[src/ufte_pkg.sv]
// shared constants, field positions and types of the uart fifo engine
package ufte_pkg;
  // ==========================================
  // timing
  localparam int CLK_HZ = 20_000_000; // system clock rate
  localparam int BAUD_BPS = 115_200; // line rate
  localparam int BAUD_DIV = CLK_HZ / BAUD_BPS; // clocks per bit
  localparam int FIFO_DEPTH = 4; // entries per fifo
  // ==========================================
  // register byte offsets
  localparam logic [7:0] A_DATA = 8'h00; // tx char write, rx char read
  localparam logic [7:0] A_FLAGS = 8'h04; // tx flags write, rx flags read
  localparam logic [7:0] A_GSR = 8'h08; // global status
  localparam logic [7:0] A_GER = 8'h0C; // global enable
  localparam logic [7:0] A_LCR = 8'h10; // line control
  localparam logic [7:0] A_FLVL = 8'h14; // fifo levels
  localparam logic [7:0] A_THR = 8'h18; // fifo thresholds
  localparam logic [7:0] A_RST = 8'h1C; // rx status, clear on read
  localparam logic [7:0] A_RIE = 8'h20; // rx status enables
  localparam logic [7:0] A_CCR = 8'h24; // control char recognition
  localparam logic [7:0] A_MATCH = 8'h28; // two match characters
  localparam logic [7:0] A_CMD = 8'h2C; // commands, write only
  localparam logic [7:0] A_IMD = 8'h30; // interrupt mode
  // ==========================================
  // field positions
  localparam int LCR_PEN = 0; // parity enable
  localparam int LCR_ODD = 1; // odd parity
  localparam int LCR_SWP = 2; // software parity
  localparam int LCR_BRK = 6; // send break
  localparam int G_RXF = 0; // rx fifo request
  localparam int G_TXF = 1; // tx fifo request
  localparam int G_RXM = 2; // rx machine request
  localparam int G_TXM = 4; // tx machine idle
  localparam int G_TMR = 5; // timer request
  localparam int G_SRC = 8; // winning source code, 3 bits
  localparam int F_OK = 0; // char received ok
  localparam int F_PAR = 1; // parity error
  localparam int F_FRM = 2; // framing error
  localparam int F_CTL = 3; // control character
  localparam int F_BRK = 4; // break character
  localparam int S_CTL = 1; // control char event
  localparam int S_BDET = 2; // break detected
  localparam int S_BTRM = 3; // break terminated
  localparam int S_PAR = 4; // parity error event
  localparam int S_FRM = 5; // framing error event
  localparam int S_OVR = 6; // overrun event
  localparam int C_EN = 0; // recognition on
  localparam int C_MAT = 1; // 1 match mode, 0 standard set
  localparam int C_EBC = 2; // ebcdic standard set
  localparam int K_STC = 0; // status clear command
  localparam int K_MACK = 1; // manual acknowledge command
  localparam int THR_RX = 4; // rx threshold field position
  localparam int LVL_RX = 4; // rx level field position
  // ==========================================
  // reset values
  localparam logic [7:0] RST_LCR = 8'h00;
  localparam logic [5:0] RST_GER = 6'h00;
  localparam logic [1:0] RST_THR = 2'h0;
  localparam logic [2:0] NO_SRC = 3'h7; // no source pending
  // ==========================================
  // types
  typedef enum logic [2:0] {RX_IDLE, RX_START, RX_DATA, RX_PAR, RX_STOP, RX_BRK} ufte_rx_t;
  typedef struct packed {
    logic swpar; // software parity flag
    logic [7:0] data;
  } ufte_txent_t;
  typedef struct packed {
    logic [4:0] flags; // F_* positions
    logic [7:0] data;
  } ufte_rxent_t;
  typedef struct packed {
    logic ack; // wishbone ack
    logic [31:0] dat; // wishbone read data
    logic txd; // serial out
    logic irq; // interrupt out
    logic man; // manual ack latch
    logic [5:0] global_enable_reg;
    logic [7:0] line_control_reg;
    logic txflag; // stored sw parity flag
    logic [1:0] thr_tx;
    logic [1:0] thr_rx;
    logic [6:0] rstat;
    logic [6:0] rie;
    logic [2:0] control_char_recognition;
    logic [15:0] match;
    logic imd; // 1 manual ack mode
    logic tx_busy;
    logic [15:0] tx_div;
    logic [3:0] tx_left;
    logic [10:0] tx_sh;
    logic rx_s1; // synchroniser stage 1
    logic rx_s2; // synchroniser stage 2
    ufte_rx_t rx_st;
    logic [15:0] rx_div;
    logic [2:0] rx_bit;
    logic [7:0] rx_sh;
    logic rx_par;
    logic brk_on; // break in progress
  } ufte_st_t;
endpackage

[src/ufte_fifo.sv]
// small synchronous fifo with show-ahead read
module ufte_fifo #(
  parameter int W = 8,
  parameter int D = 4,
  parameter int LW = $clog2(D + 1)
) (
  input wire logic clk_i,
  input wire logic rst_i,
  input wire logic ce_i,
  input wire logic push_i,
  input wire logic [W-1:0] data_i,
  input wire logic pop_i,
  output logic [W-1:0] data_o,
  output logic full_o,
  output logic empty_o,
  output logic [LW-1:0] level_o
);
  localparam int AW = $clog2(D); // D is a power of two
  typedef struct packed {
    logic [D-1:0][W-1:0] mem;
    logic [AW-1:0] wp;
    logic [AW-1:0] rp;
    logic [LW-1:0] cnt;
  } ufte_fifo_st_t;
  ufte_fifo_st_t q, d;
  logic pu, po;
  // ==========================================
  // next state: a push into a full fifo is dropped
  always_comb begin
    d = q;
    pu = push_i & (q.cnt != LW'(D));
    po = pop_i & (q.cnt != '0);
    if (pu) begin
      d.mem[q.wp] = data_i;
      d.wp = q.wp + 1'b1;
    end
    if (po) begin
      d.rp = q.rp + 1'b1;
    end
    d.cnt = q.cnt + LW'(pu) - LW'(po);
  end
  // state register, frozen while ce_i is low
  always_ff @(posedge clk_i) begin
    if (rst_i) begin
      q <= '0;
    end else if (ce_i) begin
      q <= d;
    end
  end
  assign data_o = q.mem[q.rp];
  assign full_o = (q.cnt == LW'(D));
  assign empty_o = (q.cnt == '0);
  assign level_o = q.cnt;
endmodule

[src/ufte_core.sv]
// uart transmit and receive engine with fifos, flags and interrupt
// Summary of operation
// - host tx write pushes char with flags
// - idle shifter loads next char, sends serially
// - flags sent only as configured parity
// - tx fifo holds four, five when idle
// - timer first, tx machine second priority
// - tx idle request cleared only by tx write or enable
// - tx request on threshold or transmitter empty
// - status shows tx fifo and idle bits
// - line control bit six forces break level
// - break mid char: line low, chars lost
// - rx request while level above threshold
// - per char integrity flags stored with char
// - rx status accumulates events since read
// - rx read presents next char and flags
// - rx machine errors and events raise requests
// - level register reports rx fifo level
// - standard set or two match characters
// - control char sets event and flag
// - tx request while level at or below threshold
// - manual mode: interrupt only on acknowledge
//
// The placing of the registers and register access over Wishbone were chosen for this implementation.
module ufte_core #(
  parameter int BAUD_DIV = ufte_pkg::BAUD_DIV,
  parameter int DEPTH = ufte_pkg::FIFO_DEPTH
) (
  input wire logic clk_i,
  input wire logic rst_i,
  input wire logic ce_i,
  input wire logic [7:0] wb_adr_i,
  input wire logic [31:0] wb_dat_i,
  input wire logic [3:0] wb_sel_i,
  input wire logic wb_we_i,
  input wire logic wb_cyc_i,
  input wire logic wb_stb_i,
  output logic [31:0] wb_dat_o,
  output logic wb_ack_o,
  input wire logic rxd_i,
  input wire logic timer_req_i,
  output logic txd_o,
  output logic int_o
);
  localparam int LW = $clog2(DEPTH + 1);
  localparam logic [15:0] DIV_M1 = 16'(BAUD_DIV - 1); // full bit
  localparam logic [15:0] DIV_H = 16'(BAUD_DIV / 2); // half bit

  ufte_pkg::ufte_st_t q, d; // all state
  // ==========================================
  // fifo connections
  logic tx_push, tx_pop, tx_full, tx_empty;
  logic rx_push, rx_pop, rx_full, rx_empty;
  ufte_pkg::ufte_txent_t tx_wd, tx_rd;
  ufte_pkg::ufte_rxent_t rx_wd, rx_rd;
  logic [LW-1:0] tx_lvl, rx_lvl;
  // ==========================================
  // decoded requests
  logic acc, wr, rd; // bus access this cycle
  logic txm_idle, tx_req, rx_req, rxm_req;
  logic [5:0] pend; // enabled pending sources
  logic [2:0] src; // winning source
  logic [4:0] fl; // flags of finished char
  logic [6:0] ev; // rx events this cycle
  logic par_calc;

  // standard or matched control character test
  function automatic logic is_ctrl(input logic [7:0] c, input logic [2:0] cfg,
                                   input logic [15:0] m);
    logic r;
    r = 1'b0;
    if (cfg[ufte_pkg::C_MAT]) begin
      r = (c == m[7:0]) || (c == m[15:8]);
    end else if (cfg[ufte_pkg::C_EBC]) begin
      r = (c < 8'h40) || (c == 8'hFF);
    end else begin
      r = (c < 8'h20) || (c == 8'h7F);
    end
    return r & cfg[ufte_pkg::C_EN];
  endfunction

  // ==========================================
  // fifos
  ufte_fifo #(.W($bits(ufte_pkg::ufte_txent_t)), .D(DEPTH)) u_txf (
    .clk_i(clk_i),
    .rst_i(rst_i),
    .ce_i(ce_i),
    .push_i(tx_push),
    .data_i(tx_wd),
    .pop_i(tx_pop),
    .data_o(tx_rd),
    .full_o(tx_full),
    .empty_o(tx_empty),
    .level_o(tx_lvl)
  );
  ufte_fifo #(.W($bits(ufte_pkg::ufte_rxent_t)), .D(DEPTH)) u_rxf (
    .clk_i(clk_i),
    .rst_i(rst_i),
    .ce_i(ce_i),
    .push_i(rx_push),
    .data_i(rx_wd),
    .pop_i(rx_pop),
    .data_o(rx_rd),
    .full_o(rx_full),
    .empty_o(rx_empty),
    .level_o(rx_lvl)
  );

  // ==========================================
  // request decode
  assign acc = wb_cyc_i & wb_stb_i & ~q.ack; // one ack per access
  assign wr = acc & wb_we_i & wb_sel_i[0];
  assign rd = acc & ~wb_we_i;
  // shifter empty takes the fifo head at once
  assign tx_pop = ~q.tx_busy & ~tx_empty;
  assign tx_push = wr & (wb_adr_i == ufte_pkg::A_DATA) & ~tx_full;
  assign tx_wd = '{swpar: q.txflag, data: wb_dat_i[7:0]};
  assign rx_pop = rd & (wb_adr_i == ufte_pkg::A_DATA) & ~rx_empty;
  assign txm_idle = ~q.tx_busy & tx_empty;
  assign tx_req = (tx_lvl <= LW'(q.thr_tx));
  assign rx_req = (rx_lvl > LW'(q.thr_rx));
  assign rxm_req = |(q.rstat & q.rie);
  // parity of the received char, for checking
  assign par_calc = (^q.rx_sh) ^ q.line_control_reg[ufte_pkg::LCR_ODD];

  // gate sources with the global enables
  always_comb begin
    pend = '0;
    pend[ufte_pkg::G_TMR] = timer_req_i & q.global_enable_reg[ufte_pkg::G_TMR];
    pend[ufte_pkg::G_TXM] = txm_idle & q.global_enable_reg[ufte_pkg::G_TXM];
    pend[ufte_pkg::G_RXM] = rxm_req & q.global_enable_reg[ufte_pkg::G_RXM];
    pend[ufte_pkg::G_RXF] = rx_req & q.global_enable_reg[ufte_pkg::G_RXF];
    pend[ufte_pkg::G_TXF] = tx_req & q.global_enable_reg[ufte_pkg::G_TXF];
  end

  // fixed priority: nothing below tx machine wins while it pends
  always_comb begin
    if (pend[ufte_pkg::G_TMR]) begin
      src = 3'(ufte_pkg::G_TMR);
    end else if (pend[ufte_pkg::G_TXM]) begin
      src = 3'(ufte_pkg::G_TXM);
    end else if (pend[ufte_pkg::G_RXM]) begin
      src = 3'(ufte_pkg::G_RXM);
    end else if (pend[ufte_pkg::G_RXF]) begin
      src = 3'(ufte_pkg::G_RXF);
    end else if (pend[ufte_pkg::G_TXF]) begin
      src = 3'(ufte_pkg::G_TXF);
    end else begin
      src = ufte_pkg::NO_SRC;
    end
  end

  // ==========================================
  // next state
  always_comb begin
    d = q;
    rx_push = 1'b0;
    rx_wd = '0;
    fl = '0;
    ev = '0;
    d.ack = acc;
    // ---- register writes
    if (wr) begin
      unique case (wb_adr_i)
        ufte_pkg::A_FLAGS: d.txflag = wb_dat_i[0];
        ufte_pkg::A_GER: d.global_enable_reg = wb_dat_i[5:0];
        ufte_pkg::A_LCR: d.line_control_reg = wb_dat_i[7:0];
        ufte_pkg::A_THR: begin
          d.thr_tx = wb_dat_i[1:0];
          d.thr_rx = wb_dat_i[ufte_pkg::THR_RX+:2];
        end
        ufte_pkg::A_RIE: d.rie = wb_dat_i[6:0];
        ufte_pkg::A_CCR: d.control_char_recognition = wb_dat_i[2:0];
        ufte_pkg::A_MATCH: d.match[7:0] = wb_dat_i[7:0];
        ufte_pkg::A_IMD: d.imd = wb_dat_i[0];
        default: ; // data, commands and read-only offsets
      endcase
    end
    if (wr && wb_sel_i[1] && wb_adr_i == ufte_pkg::A_MATCH) begin
      d.match[15:8] = wb_dat_i[15:8];
    end
    // ---- rx status: cleared by its read or status clear
    if (rd && wb_adr_i == ufte_pkg::A_RST) begin
      d.rstat = '0;
    end
    if (wr && wb_adr_i == ufte_pkg::A_CMD && wb_dat_i[ufte_pkg::K_STC]) begin
      d.rstat = '0;
    end
    // ---- register reads, unmapped reads as zero
    d.dat = '0;
    if (rd) begin
      unique case (wb_adr_i)
        ufte_pkg::A_DATA: d.dat[7:0] = rx_rd.data;
        ufte_pkg::A_FLAGS: d.dat[4:0] = rx_rd.flags;
        ufte_pkg::A_GSR: begin
          d.dat[ufte_pkg::G_RXF] = rx_req;
          d.dat[ufte_pkg::G_TXF] = tx_req;
          d.dat[ufte_pkg::G_RXM] = rxm_req;
          d.dat[ufte_pkg::G_TXM] = txm_idle;
          d.dat[ufte_pkg::G_TMR] = timer_req_i;
          d.dat[ufte_pkg::G_SRC+:3] = src;
        end
        ufte_pkg::A_GER: d.dat[5:0] = q.global_enable_reg;
        ufte_pkg::A_LCR: d.dat[7:0] = q.line_control_reg;
        ufte_pkg::A_FLVL: begin
          d.dat[2:0] = 3'(tx_lvl);
          d.dat[ufte_pkg::LVL_RX+:3] = 3'(rx_lvl);
        end
        ufte_pkg::A_THR: begin
          d.dat[1:0] = q.thr_tx;
          d.dat[ufte_pkg::THR_RX+:2] = q.thr_rx;
        end
        ufte_pkg::A_RST: d.dat[6:0] = q.rstat;
        ufte_pkg::A_RIE: d.dat[6:0] = q.rie;
        ufte_pkg::A_CCR: d.dat[2:0] = q.control_char_recognition;
        ufte_pkg::A_MATCH: d.dat[15:0] = q.match;
        ufte_pkg::A_IMD: d.dat[0] = q.imd;
        default: d.dat = '0;
      endcase
    end
    // ---- transmitter
    if (tx_pop) begin
      d.tx_busy = 1'b1;
      d.tx_div = DIV_M1;
      if (q.line_control_reg[ufte_pkg::LCR_PEN]) begin
        // sw parity sends the stored flag, else computed parity
        d.tx_sh = {1'b1, q.line_control_reg[ufte_pkg::LCR_SWP] ? tx_rd.swpar :
                   (^tx_rd.data) ^ q.line_control_reg[ufte_pkg::LCR_ODD], tx_rd.data, 1'b0};
        d.tx_left = 4'hB;
      end else begin
        d.tx_sh = {2'b11, tx_rd.data, 1'b0};
        d.tx_left = 4'hA;
      end
    end else if (q.tx_busy) begin
      // shifting goes on under break, so the char is lost
      if (q.tx_div == '0) begin
        d.tx_div = DIV_M1;
        d.tx_sh = {1'b1, q.tx_sh[10:1]};
        d.tx_left = q.tx_left - 1'b1;
        d.tx_busy = (q.tx_left != 4'h1);
      end else begin
        d.tx_div = q.tx_div - 1'b1;
      end
    end
    // break overrides the shifter at once
    d.txd = q.line_control_reg[ufte_pkg::LCR_BRK] ? 1'b0 : (~q.tx_busy | q.tx_sh[0]);
    // ---- receiver: two-stage synchroniser
    d.rx_s1 = rxd_i;
    d.rx_s2 = q.rx_s1;
    if (q.rx_st != ufte_pkg::RX_IDLE && q.rx_st != ufte_pkg::RX_BRK) begin
      d.rx_div = (q.rx_div == '0) ? DIV_M1 : q.rx_div - 1'b1;
    end
    unique case (q.rx_st)
      ufte_pkg::RX_IDLE: begin
        if (!q.rx_s2) begin
          d.rx_st = ufte_pkg::RX_START;
          d.rx_div = DIV_H;
        end
      end
      ufte_pkg::RX_START: begin
        // a start bit gone by mid bit was a glitch
        if (q.rx_div == '0) begin
          d.rx_st = q.rx_s2 ? ufte_pkg::RX_IDLE : ufte_pkg::RX_DATA;
          d.rx_bit = '0;
        end
      end
      ufte_pkg::RX_DATA: begin
        if (q.rx_div == '0) begin
          d.rx_sh = {q.rx_s2, q.rx_sh[7:1]};
          d.rx_bit = q.rx_bit + 1'b1;
          if (q.rx_bit == 3'h7) begin
            d.rx_st = q.line_control_reg[ufte_pkg::LCR_PEN] ? ufte_pkg::RX_PAR : ufte_pkg::RX_STOP;
          end
        end
      end
      ufte_pkg::RX_PAR: begin
        if (q.rx_div == '0) begin
          d.rx_par = q.rx_s2;
          d.rx_st = ufte_pkg::RX_STOP;
        end
      end
      ufte_pkg::RX_STOP: begin
        if (q.rx_div == '0) begin
          fl[ufte_pkg::F_FRM] = ~q.rx_s2;
          fl[ufte_pkg::F_PAR] = q.line_control_reg[ufte_pkg::LCR_PEN] & ~q.line_control_reg[ufte_pkg::LCR_SWP]
                                & (q.rx_par != par_calc);
          fl[ufte_pkg::F_BRK] = ~q.rx_s2 & (q.rx_sh == '0)
                                & ~(q.line_control_reg[ufte_pkg::LCR_PEN] & q.rx_par);
          fl[ufte_pkg::F_CTL] = is_ctrl(q.rx_sh, q.control_char_recognition, q.match);
          // a control character is still a good character
          fl[ufte_pkg::F_OK] = ~(fl[ufte_pkg::F_PAR] | fl[ufte_pkg::F_FRM]
                                 | fl[ufte_pkg::F_BRK]);
          ev[ufte_pkg::S_CTL] = fl[ufte_pkg::F_CTL];
          ev[ufte_pkg::S_PAR] = fl[ufte_pkg::F_PAR];
          ev[ufte_pkg::S_FRM] = fl[ufte_pkg::F_FRM];
          ev[ufte_pkg::S_BDET] = fl[ufte_pkg::F_BRK];
          ev[ufte_pkg::S_OVR] = rx_full;
          // a full fifo keeps its contents; the new char is lost
          rx_push = ~rx_full;
          rx_wd = '{flags: fl, data: q.rx_sh};
          d.brk_on = fl[ufte_pkg::F_BRK];
          d.rx_st = q.rx_s2 ? ufte_pkg::RX_IDLE : ufte_pkg::RX_BRK;
        end
      end
      ufte_pkg::RX_BRK: begin
        // wait for mark; ending a break is an event of its own
        if (q.rx_s2) begin
          ev[ufte_pkg::S_BTRM] = q.brk_on;
          d.brk_on = 1'b0;
          d.rx_st = ufte_pkg::RX_IDLE;
        end
      end
      default: d.rx_st = ufte_pkg::RX_IDLE;
    endcase
    // events set after any clear, so a same-cycle event survives
    d.rstat = d.rstat | ev;
    // ---- interrupt output
    if (!(|pend)) begin
      d.man = 1'b0;
    end else if (wr && wb_adr_i == ufte_pkg::A_CMD && wb_dat_i[ufte_pkg::K_MACK]) begin
      d.man = 1'b1;
    end
    d.irq = q.imd ? d.man : |pend;
  end

  // ==========================================
  // state register, frozen while ce_i is low
  always_ff @(posedge clk_i) begin
    if (rst_i) begin
      q <= '0;
      q.txd <= 1'b1;
      q.line_control_reg <= ufte_pkg::RST_LCR;
      q.global_enable_reg <= ufte_pkg::RST_GER;
      q.thr_tx <= ufte_pkg::RST_THR;
      q.thr_rx <= ufte_pkg::RST_THR;
      q.rx_s1 <= 1'b1;
      q.rx_s2 <= 1'b1;
      q.rx_st <= ufte_pkg::RX_IDLE;
    end else if (ce_i) begin
      q <= d;
    end
  end
  assign wb_ack_o = q.ack;
  assign wb_dat_o = q.dat;
  assign txd_o = q.txd;
  assign int_o = q.irq;
endmodule

[config.mk]
export PLATFORM = sky130hd
export DESIGN_NAME = ufte_core
export DESIGN_NICKNAME = d
export VERILOG_FILES = /design/src/ufte_pkg.sv /design/src/ufte_fifo.sv /design/src/ufte_core.sv
export SDC_FILE = /design/constraint.sdc
export NUM_CORES = 1
export LEC_CHECK = 0
export BUFFER_PORTS_ARGS = -buffer_cell sky130_fd_sc_hd__buf_2
export CAP_MARGIN = 25
export CORE_AREA = 2 2 148 150
export CTS_CLUSTER_SIZE = 28
export DETAILED_ROUTE_END_ITERATION = 12
export DIE_AREA = 0 0 150 152
export HOLD_SLACK_MARGIN = 0.12
export PLACE_DENSITY = 0.79
export SLEW_MARGIN = 20
export SYNTH_ARGS = -nofsm -noshare
export SYNTH_HDL_FRONTEND = slang
export SYNTH_HIERARCHICAL = 1
export SYNTH_SLANG_ARGS = --single-unit
[constraint.sdc]
create_clock -name clk_i -period 4.1 [get_ports clk_i]
set_input_delay 0.205 -clock clk_i [delete_from_list [all_inputs] [get_ports clk_i]]
set_output_delay 0.205 -clock clk_i [all_outputs]
set_load 0.02 [all_outputs]
==> report_table.html <==
<table>
<tr><th>Metric</th><th>Value</th></tr>
<tr><th colspan="2">Logic synthesis</th></tr>
<tr><td>Fraction of registers with async set/reset</td><td>0</td></tr>
<tr><td>Dominant cell type by area after synthesis</td><td>dfxtp_1</td></tr>
<tr><td>Number of standard cells after synthesis</td><td>roughly 1.4k</td></tr>
<tr><td>Post-synthesis sequential area ratio</td><td>0.381</td></tr>
<tr><td>Avg Cell Area, Syn</td><td>between 9 and 10 um2</td></tr>
<tr><td>Top post-synthesis cells by area</td><td>dfxtp_1 (38%), mux2i_1 (11%), nand2b_1 (6.1%), nor2_1 (4.5%), mux4_2 (4.3%)</td></tr>
<tr><td>Number of synthesized flops with an enable pin</td><td>0</td></tr>
<tr><td>Flip-flop and latch count after synthesis</td><td>240</td></tr>
<tr><td>Syn Std Cell Area</td><td>between 10000 and 15000 um2</td></tr>
<tr><td>Yosys warning count</td><td>6</td></tr>
<tr><td>Area share of the largest cell type after synthesis</td><td>0.381</td></tr>
<tr><td>Primary flip-flop cell chosen by synthesis mapping</td><td>dfxtp_1</td></tr>
<tr><td>Number of library cell types mapped by synthesis</td><td>86</td></tr>
<tr><th colspan="2">CTS</th></tr>
<tr><td>Number of buffers between clock root and the deepest sink</td><td>3</td></tr>
<tr><td>Master cell of the clock root buffer</td><td>clkbuf_16</td></tr>
<tr><td>Worst-skew pair later-pin latency</td><td>0.53 ns</td></tr>
<tr><td>Clock Pin Slew Worst Setup and Hold Paths</td><td>approximately 0.07 ns</td></tr>
<tr><td>Maximum level of the CTS H-tree</td><td>1</td></tr>
<tr><td>Total number of clock tree sinks</td><td>between 200 and 250</td></tr>
<tr><td>Hold buffers post-CTS</td><td>28</td></tr>
<tr><td>Cells resized by post-CTS repair</td><td>0</td></tr>
<tr><td>Num CTS Buffers</td><td>26</td></tr>
<tr><td>Clock tree from TritonCTS</td><td>yes</td></tr>
<tr><td>Post-CTS setup buffers</td><td>0</td></tr>
<tr><th colspan="2">Placement</th></tr>
<tr><td>GPL Wtd Cong</td><td>approximately 0.97</td></tr>
<tr><td>Setup Slack @ Placement</td><td>between 0.6 and 0.7 ns</td></tr>
<tr><td>Port Buffers</td><td>52</td></tr>
<tr><td>Detail Placement HPWL</td><td>~22000 um</td></tr>
<tr><td>Placed Cells</td><td>around 1.6k</td></tr>
<tr><td>Standard cell area after detailed placement</td><td>roughly 13000 um2</td></tr>
<tr><th colspan="2">Setup path</th></tr>
<tr><td>Setup slack of the most critical reg-to-reg path</td><td>0.56 ns</td></tr>
<tr><td>Data required, critical path</td><td>around 4.5 ns</td></tr>
<tr><td>Launch point of the worst reg-to-reg path</td><td>q[23]</td></tr>
<tr><td>Reg2Reg Depth</td><td>14</td></tr>
<tr><td>Critical Path Sink Type</td><td>flop</td></tr>
<tr><td>CP Class</td><td>reg -&gt; reg</td></tr>
<tr><td>Worst setup path startpoint</td><td>q[23]</td></tr>
<tr><td>Biggest fanout along the worst timing path</td><td>6</td></tr>
<tr><td>Crit start category</td><td>flop</td></tr>
<tr><td>Arrival time at the worst endpoint</td><td>between 3 and 4 ns</td></tr>
<tr><td>Capturing point of the worst reg2reg path</td><td>u_rxf/level_o[2]</td></tr>
<tr><th colspan="2">Timing</th></tr>
<tr><td>Maximum clock skew at final layout</td><td>approximately 0.016 ns</td></tr>
<tr><td>Final critical delay including setup and external delays</td><td>3.54 ns</td></tr>
<tr><td>Number of failing setup endpoints in the final timing report</td><td>0</td></tr>
<tr><td>Tightest Pin Transition</td><td>just over 0.8 ns</td></tr>
<tr><td>Worst hold-check slack</td><td>0.130 ns</td></tr>
<tr><td>Final period util</td><td>0.863</td></tr>
<tr><td>Tightest slew margin relative to the limit</td><td>0.462</td></tr>
<tr><td>Max Slew Vio Count</td><td>0</td></tr>
<tr><td>Peak clock frequency supported by timing</td><td>283 MHz</td></tr>
<tr><td>Total negative slack for setup checks</td><td>0 ns</td></tr>
<tr><td>Unrepaired setup endpoints after global routing</td><td>false</td></tr>
<tr><td>Post-layout worst setup margin</td><td>between 0.5 and 0.6 ns</td></tr>
<tr><td>Final number of hold-violating endpoints</td><td>0</td></tr>
<tr><th colspan="2">Finish</th></tr>
<tr><td># nets final</td><td>around 1.5k</td></tr>
<tr><td>Share of final-layout standard cells stronger than drive strength 1</td><td>0.125</td></tr>
<tr><td>Footprint of the multi-input gates</td><td>approximately 7000 um2</td></tr>
<tr><td>Top library cells by usage in the layout, fill and taps aside</td><td>dfxtp_1 (240), nor2_1 (150), mux2i_1 (141)</td></tr>
<tr><td>Fill cell count</td><td>1750</td></tr>
<tr><td>Area growth syn-to-layout</td><td>10.6%</td></tr>
<tr><td>Total area of sequential cells</td><td>about 4800 um2</td></tr>
<tr><td>Fraction of the core area covered by cells at the end of the flow</td><td>0.653</td></tr>
<tr><td>Post-route insts no fill</td><td>between 1.5k and 2k</td></tr>
<tr><td>Antenna cells</td><td>0</td></tr>
<tr><td>Most common cell after layout, fill and taps aside</td><td>dfxtp_1</td></tr>
<tr><td>Design Area, Final</td><td>roughly 14000 um2</td></tr>
<tr><th colspan="2">Floorplanning</th></tr>
<tr><td>Count of boundary I/O pins</td><td>a little under 90</td></tr>
<tr><td>Area enclosed by the die boundary</td><td>about 23000 um2</td></tr>
<tr><td>Effective utilization at floorplan</td><td>0.591</td></tr>
<tr><td>Row Count</td><td>54</td></tr>
<tr><td>Floorplan core area</td><td>approximately 21000 um2</td></tr>
<tr><td>DIE WIDTH</td><td>150 um</td></tr>
<tr><td>Height of the die</td><td>about 150 um</td></tr>
<tr><th colspan="2">Global route</th></tr>
<tr><td>Pin count of the biggest net entering global routing</td><td>174</td></tr>
<tr><td>Number of antenna violations at the first check in global routing</td><td>0</td></tr>
<tr><td>Overall global routing resource usage</td><td>0.279</td></tr>
<tr><td>Number of global-route vias before repair</td><td>9700</td></tr>
<tr><td>Overflow after GRT</td><td>0</td></tr>
<tr><td>Global-route wire length before repair</td><td>roughly 51000 um</td></tr>
<tr><th colspan="2">Job</th></tr>
<tr><td>Count of max-cap constraint violations</td><td>0</td></tr>
<tr><th colspan="2">Route</th></tr>
<tr><td>Drt wl/cell</td><td>approximately 19 um</td></tr>
<tr><td>Total Wirelength</td><td>around 32000 um</td></tr>
<tr><td>Total vias in the final route</td><td>roughly 10k</td></tr>
<tr><td>Number of routed nets with antenna violations</td><td>0</td></tr>
<tr><td>Detail-routed via count per cell</td><td>approximately 6.0</td></tr>
<tr><td>First-pass DRT Iterations</td><td>6</td></tr>
<tr><td>Count of unresolved DRC violations after routing</td><td>0</td></tr>
<tr><td>Detailed router's first-iteration violation count</td><td>roughly 990</td></tr>
<tr><th colspan="2">Hold path</th></tr>
<tr><td>Hold path startpoint</td><td>wb_dat_i[0]</td></tr>
<tr><td>Hold crit path type</td><td>in -&gt; reg</td></tr>
<tr><td>Cell depth of the worst hold path</td><td>3</td></tr>
<tr><td>End point of the worst hold path</td><td>q[66]</td></tr>
<tr><th colspan="2">Power</th></tr>
<tr><td>Design Power</td><td>just under 5 mW</td></tr>
<tr><td>Largest voltage drop on the vdd net</td><td>0.000307 V</td></tr>
<tr><td>Leak</td><td>between 5 and 6 nW</td></tr>
<tr><td>Power per cell area</td><td>356 nW/um2</td></tr>
<tr><th colspan="2">Run status</th></tr>
<tr><td>Run status</td><td>complete, no violations</td></tr>
</table>
==> state kept, by name (all words and copies together) (netlist names) <==
register	flops
wb_dat_o	16
q	118
d	1
wb_ack_o	1
u_rxf/q	56
u_txf/level_o	3
u_txf/q	40
u_rxf/level_o	3
txd_o	1
int_o	1
==> report_power, final <==
group / total (mW) / leakage [nW] / switching, mW / internal (mW)
sequential: 2.36 / 1.93 / 0.0176 / 2.34
combinational: 0.318 / 3.28 / 0.201 / 0.118
clock: 2.29 / 0.414 / 0.946 / 1.34
==> synthesized netlist by cell type, drive strengths merged (6+ instances only) <==
| library cell | count |
|---|---|
| dfxtp | 240 |
| nor2 | 153 |
| mux2i | 141 |
| nand2b | 123 |
| nand2 | 95 |
| buf | 70 |
| a21oi | 58 |
| clkbuf | 51 |
| inv | 41 |
| ha | 31 |
| o21ai | 28 |
| nor3 | 27 |
| xnor2 | 27 |
| nand3 | 25 |
| xor2 | 25 |
| mux4 | 24 |
| a22oi | 17 |
| nor4 | 15 |
| a221oi | 13 |
| and3 | 13 |
| nand4 | 13 |
| nor2b | 12 |
| or3 | 10 |
| a31oi | 9 |
| a211oi | 7 |
| or4 | 7 |
| a21o | 6 |
| nor3b | 6 |
| o22ai | 6 |
==> kinds of logic after synthesis <==
family	share of synthesized area
and+or+nand+nor	0.222
DFF	0.381
AOI/OAI and AO/OA	0.0982
muxes	0.158
buffers and inverters	0.0660
xor gates and xnor gates	0.0397
adders and majority gates	0.0347
other	0.000297
==> cell type report <==
cell class | count | share of cell area
sequential | 240 | 0.345
clock inverter | 7 | 0.00314
timing repair buffer | 106 | 0.0546
multi-input combinational | 988 | 0.504
tap | 280 | 0.0251
inverter | 42 | 0.0113
clock buffer | 38 | 0.0572
==> critical path, stage by stage (launching register included) <==
cell and delay [ns]:
dfxtp_1 0.35, or4_4 0.59, nor4_4 0.41, nand3_1 0.27, nor2_1 0.15, buf_4 0.17, nand2_1 0.06, ha_1 0.27
inv_1 0.06, ha_1 0.13, inv_1 0.05, fa_1 0.39, xor2_1 0.19, a21oi_1 0.10, a31o_2 0.23
==> layer usage <==
layer,GRT usage,part of all wire
met5,0,0
met4,0.110,0.040
met3,0.0447,0.071
met2,0.438,0.46
met1,0.385,0.43
==> worst max path at each step <==
stage | endpoint | slack (ns) | cells past startpoint
floorplan | u_rxf/level_o[2] | 0.66 | 15
global route | u_rxf/level_o[2] | 0.29 | 14
finish | u_rxf/level_o[2] | 0.56 | 14
CTS | u_rxf/level_o[2] | 0.60 | 14
global placement | u_rxf/level_o[2] | 0.65 | 14
detailed placement | u_rxf/level_o[2] | 0.62 | 14
Power figures use the tool's default switching activity.
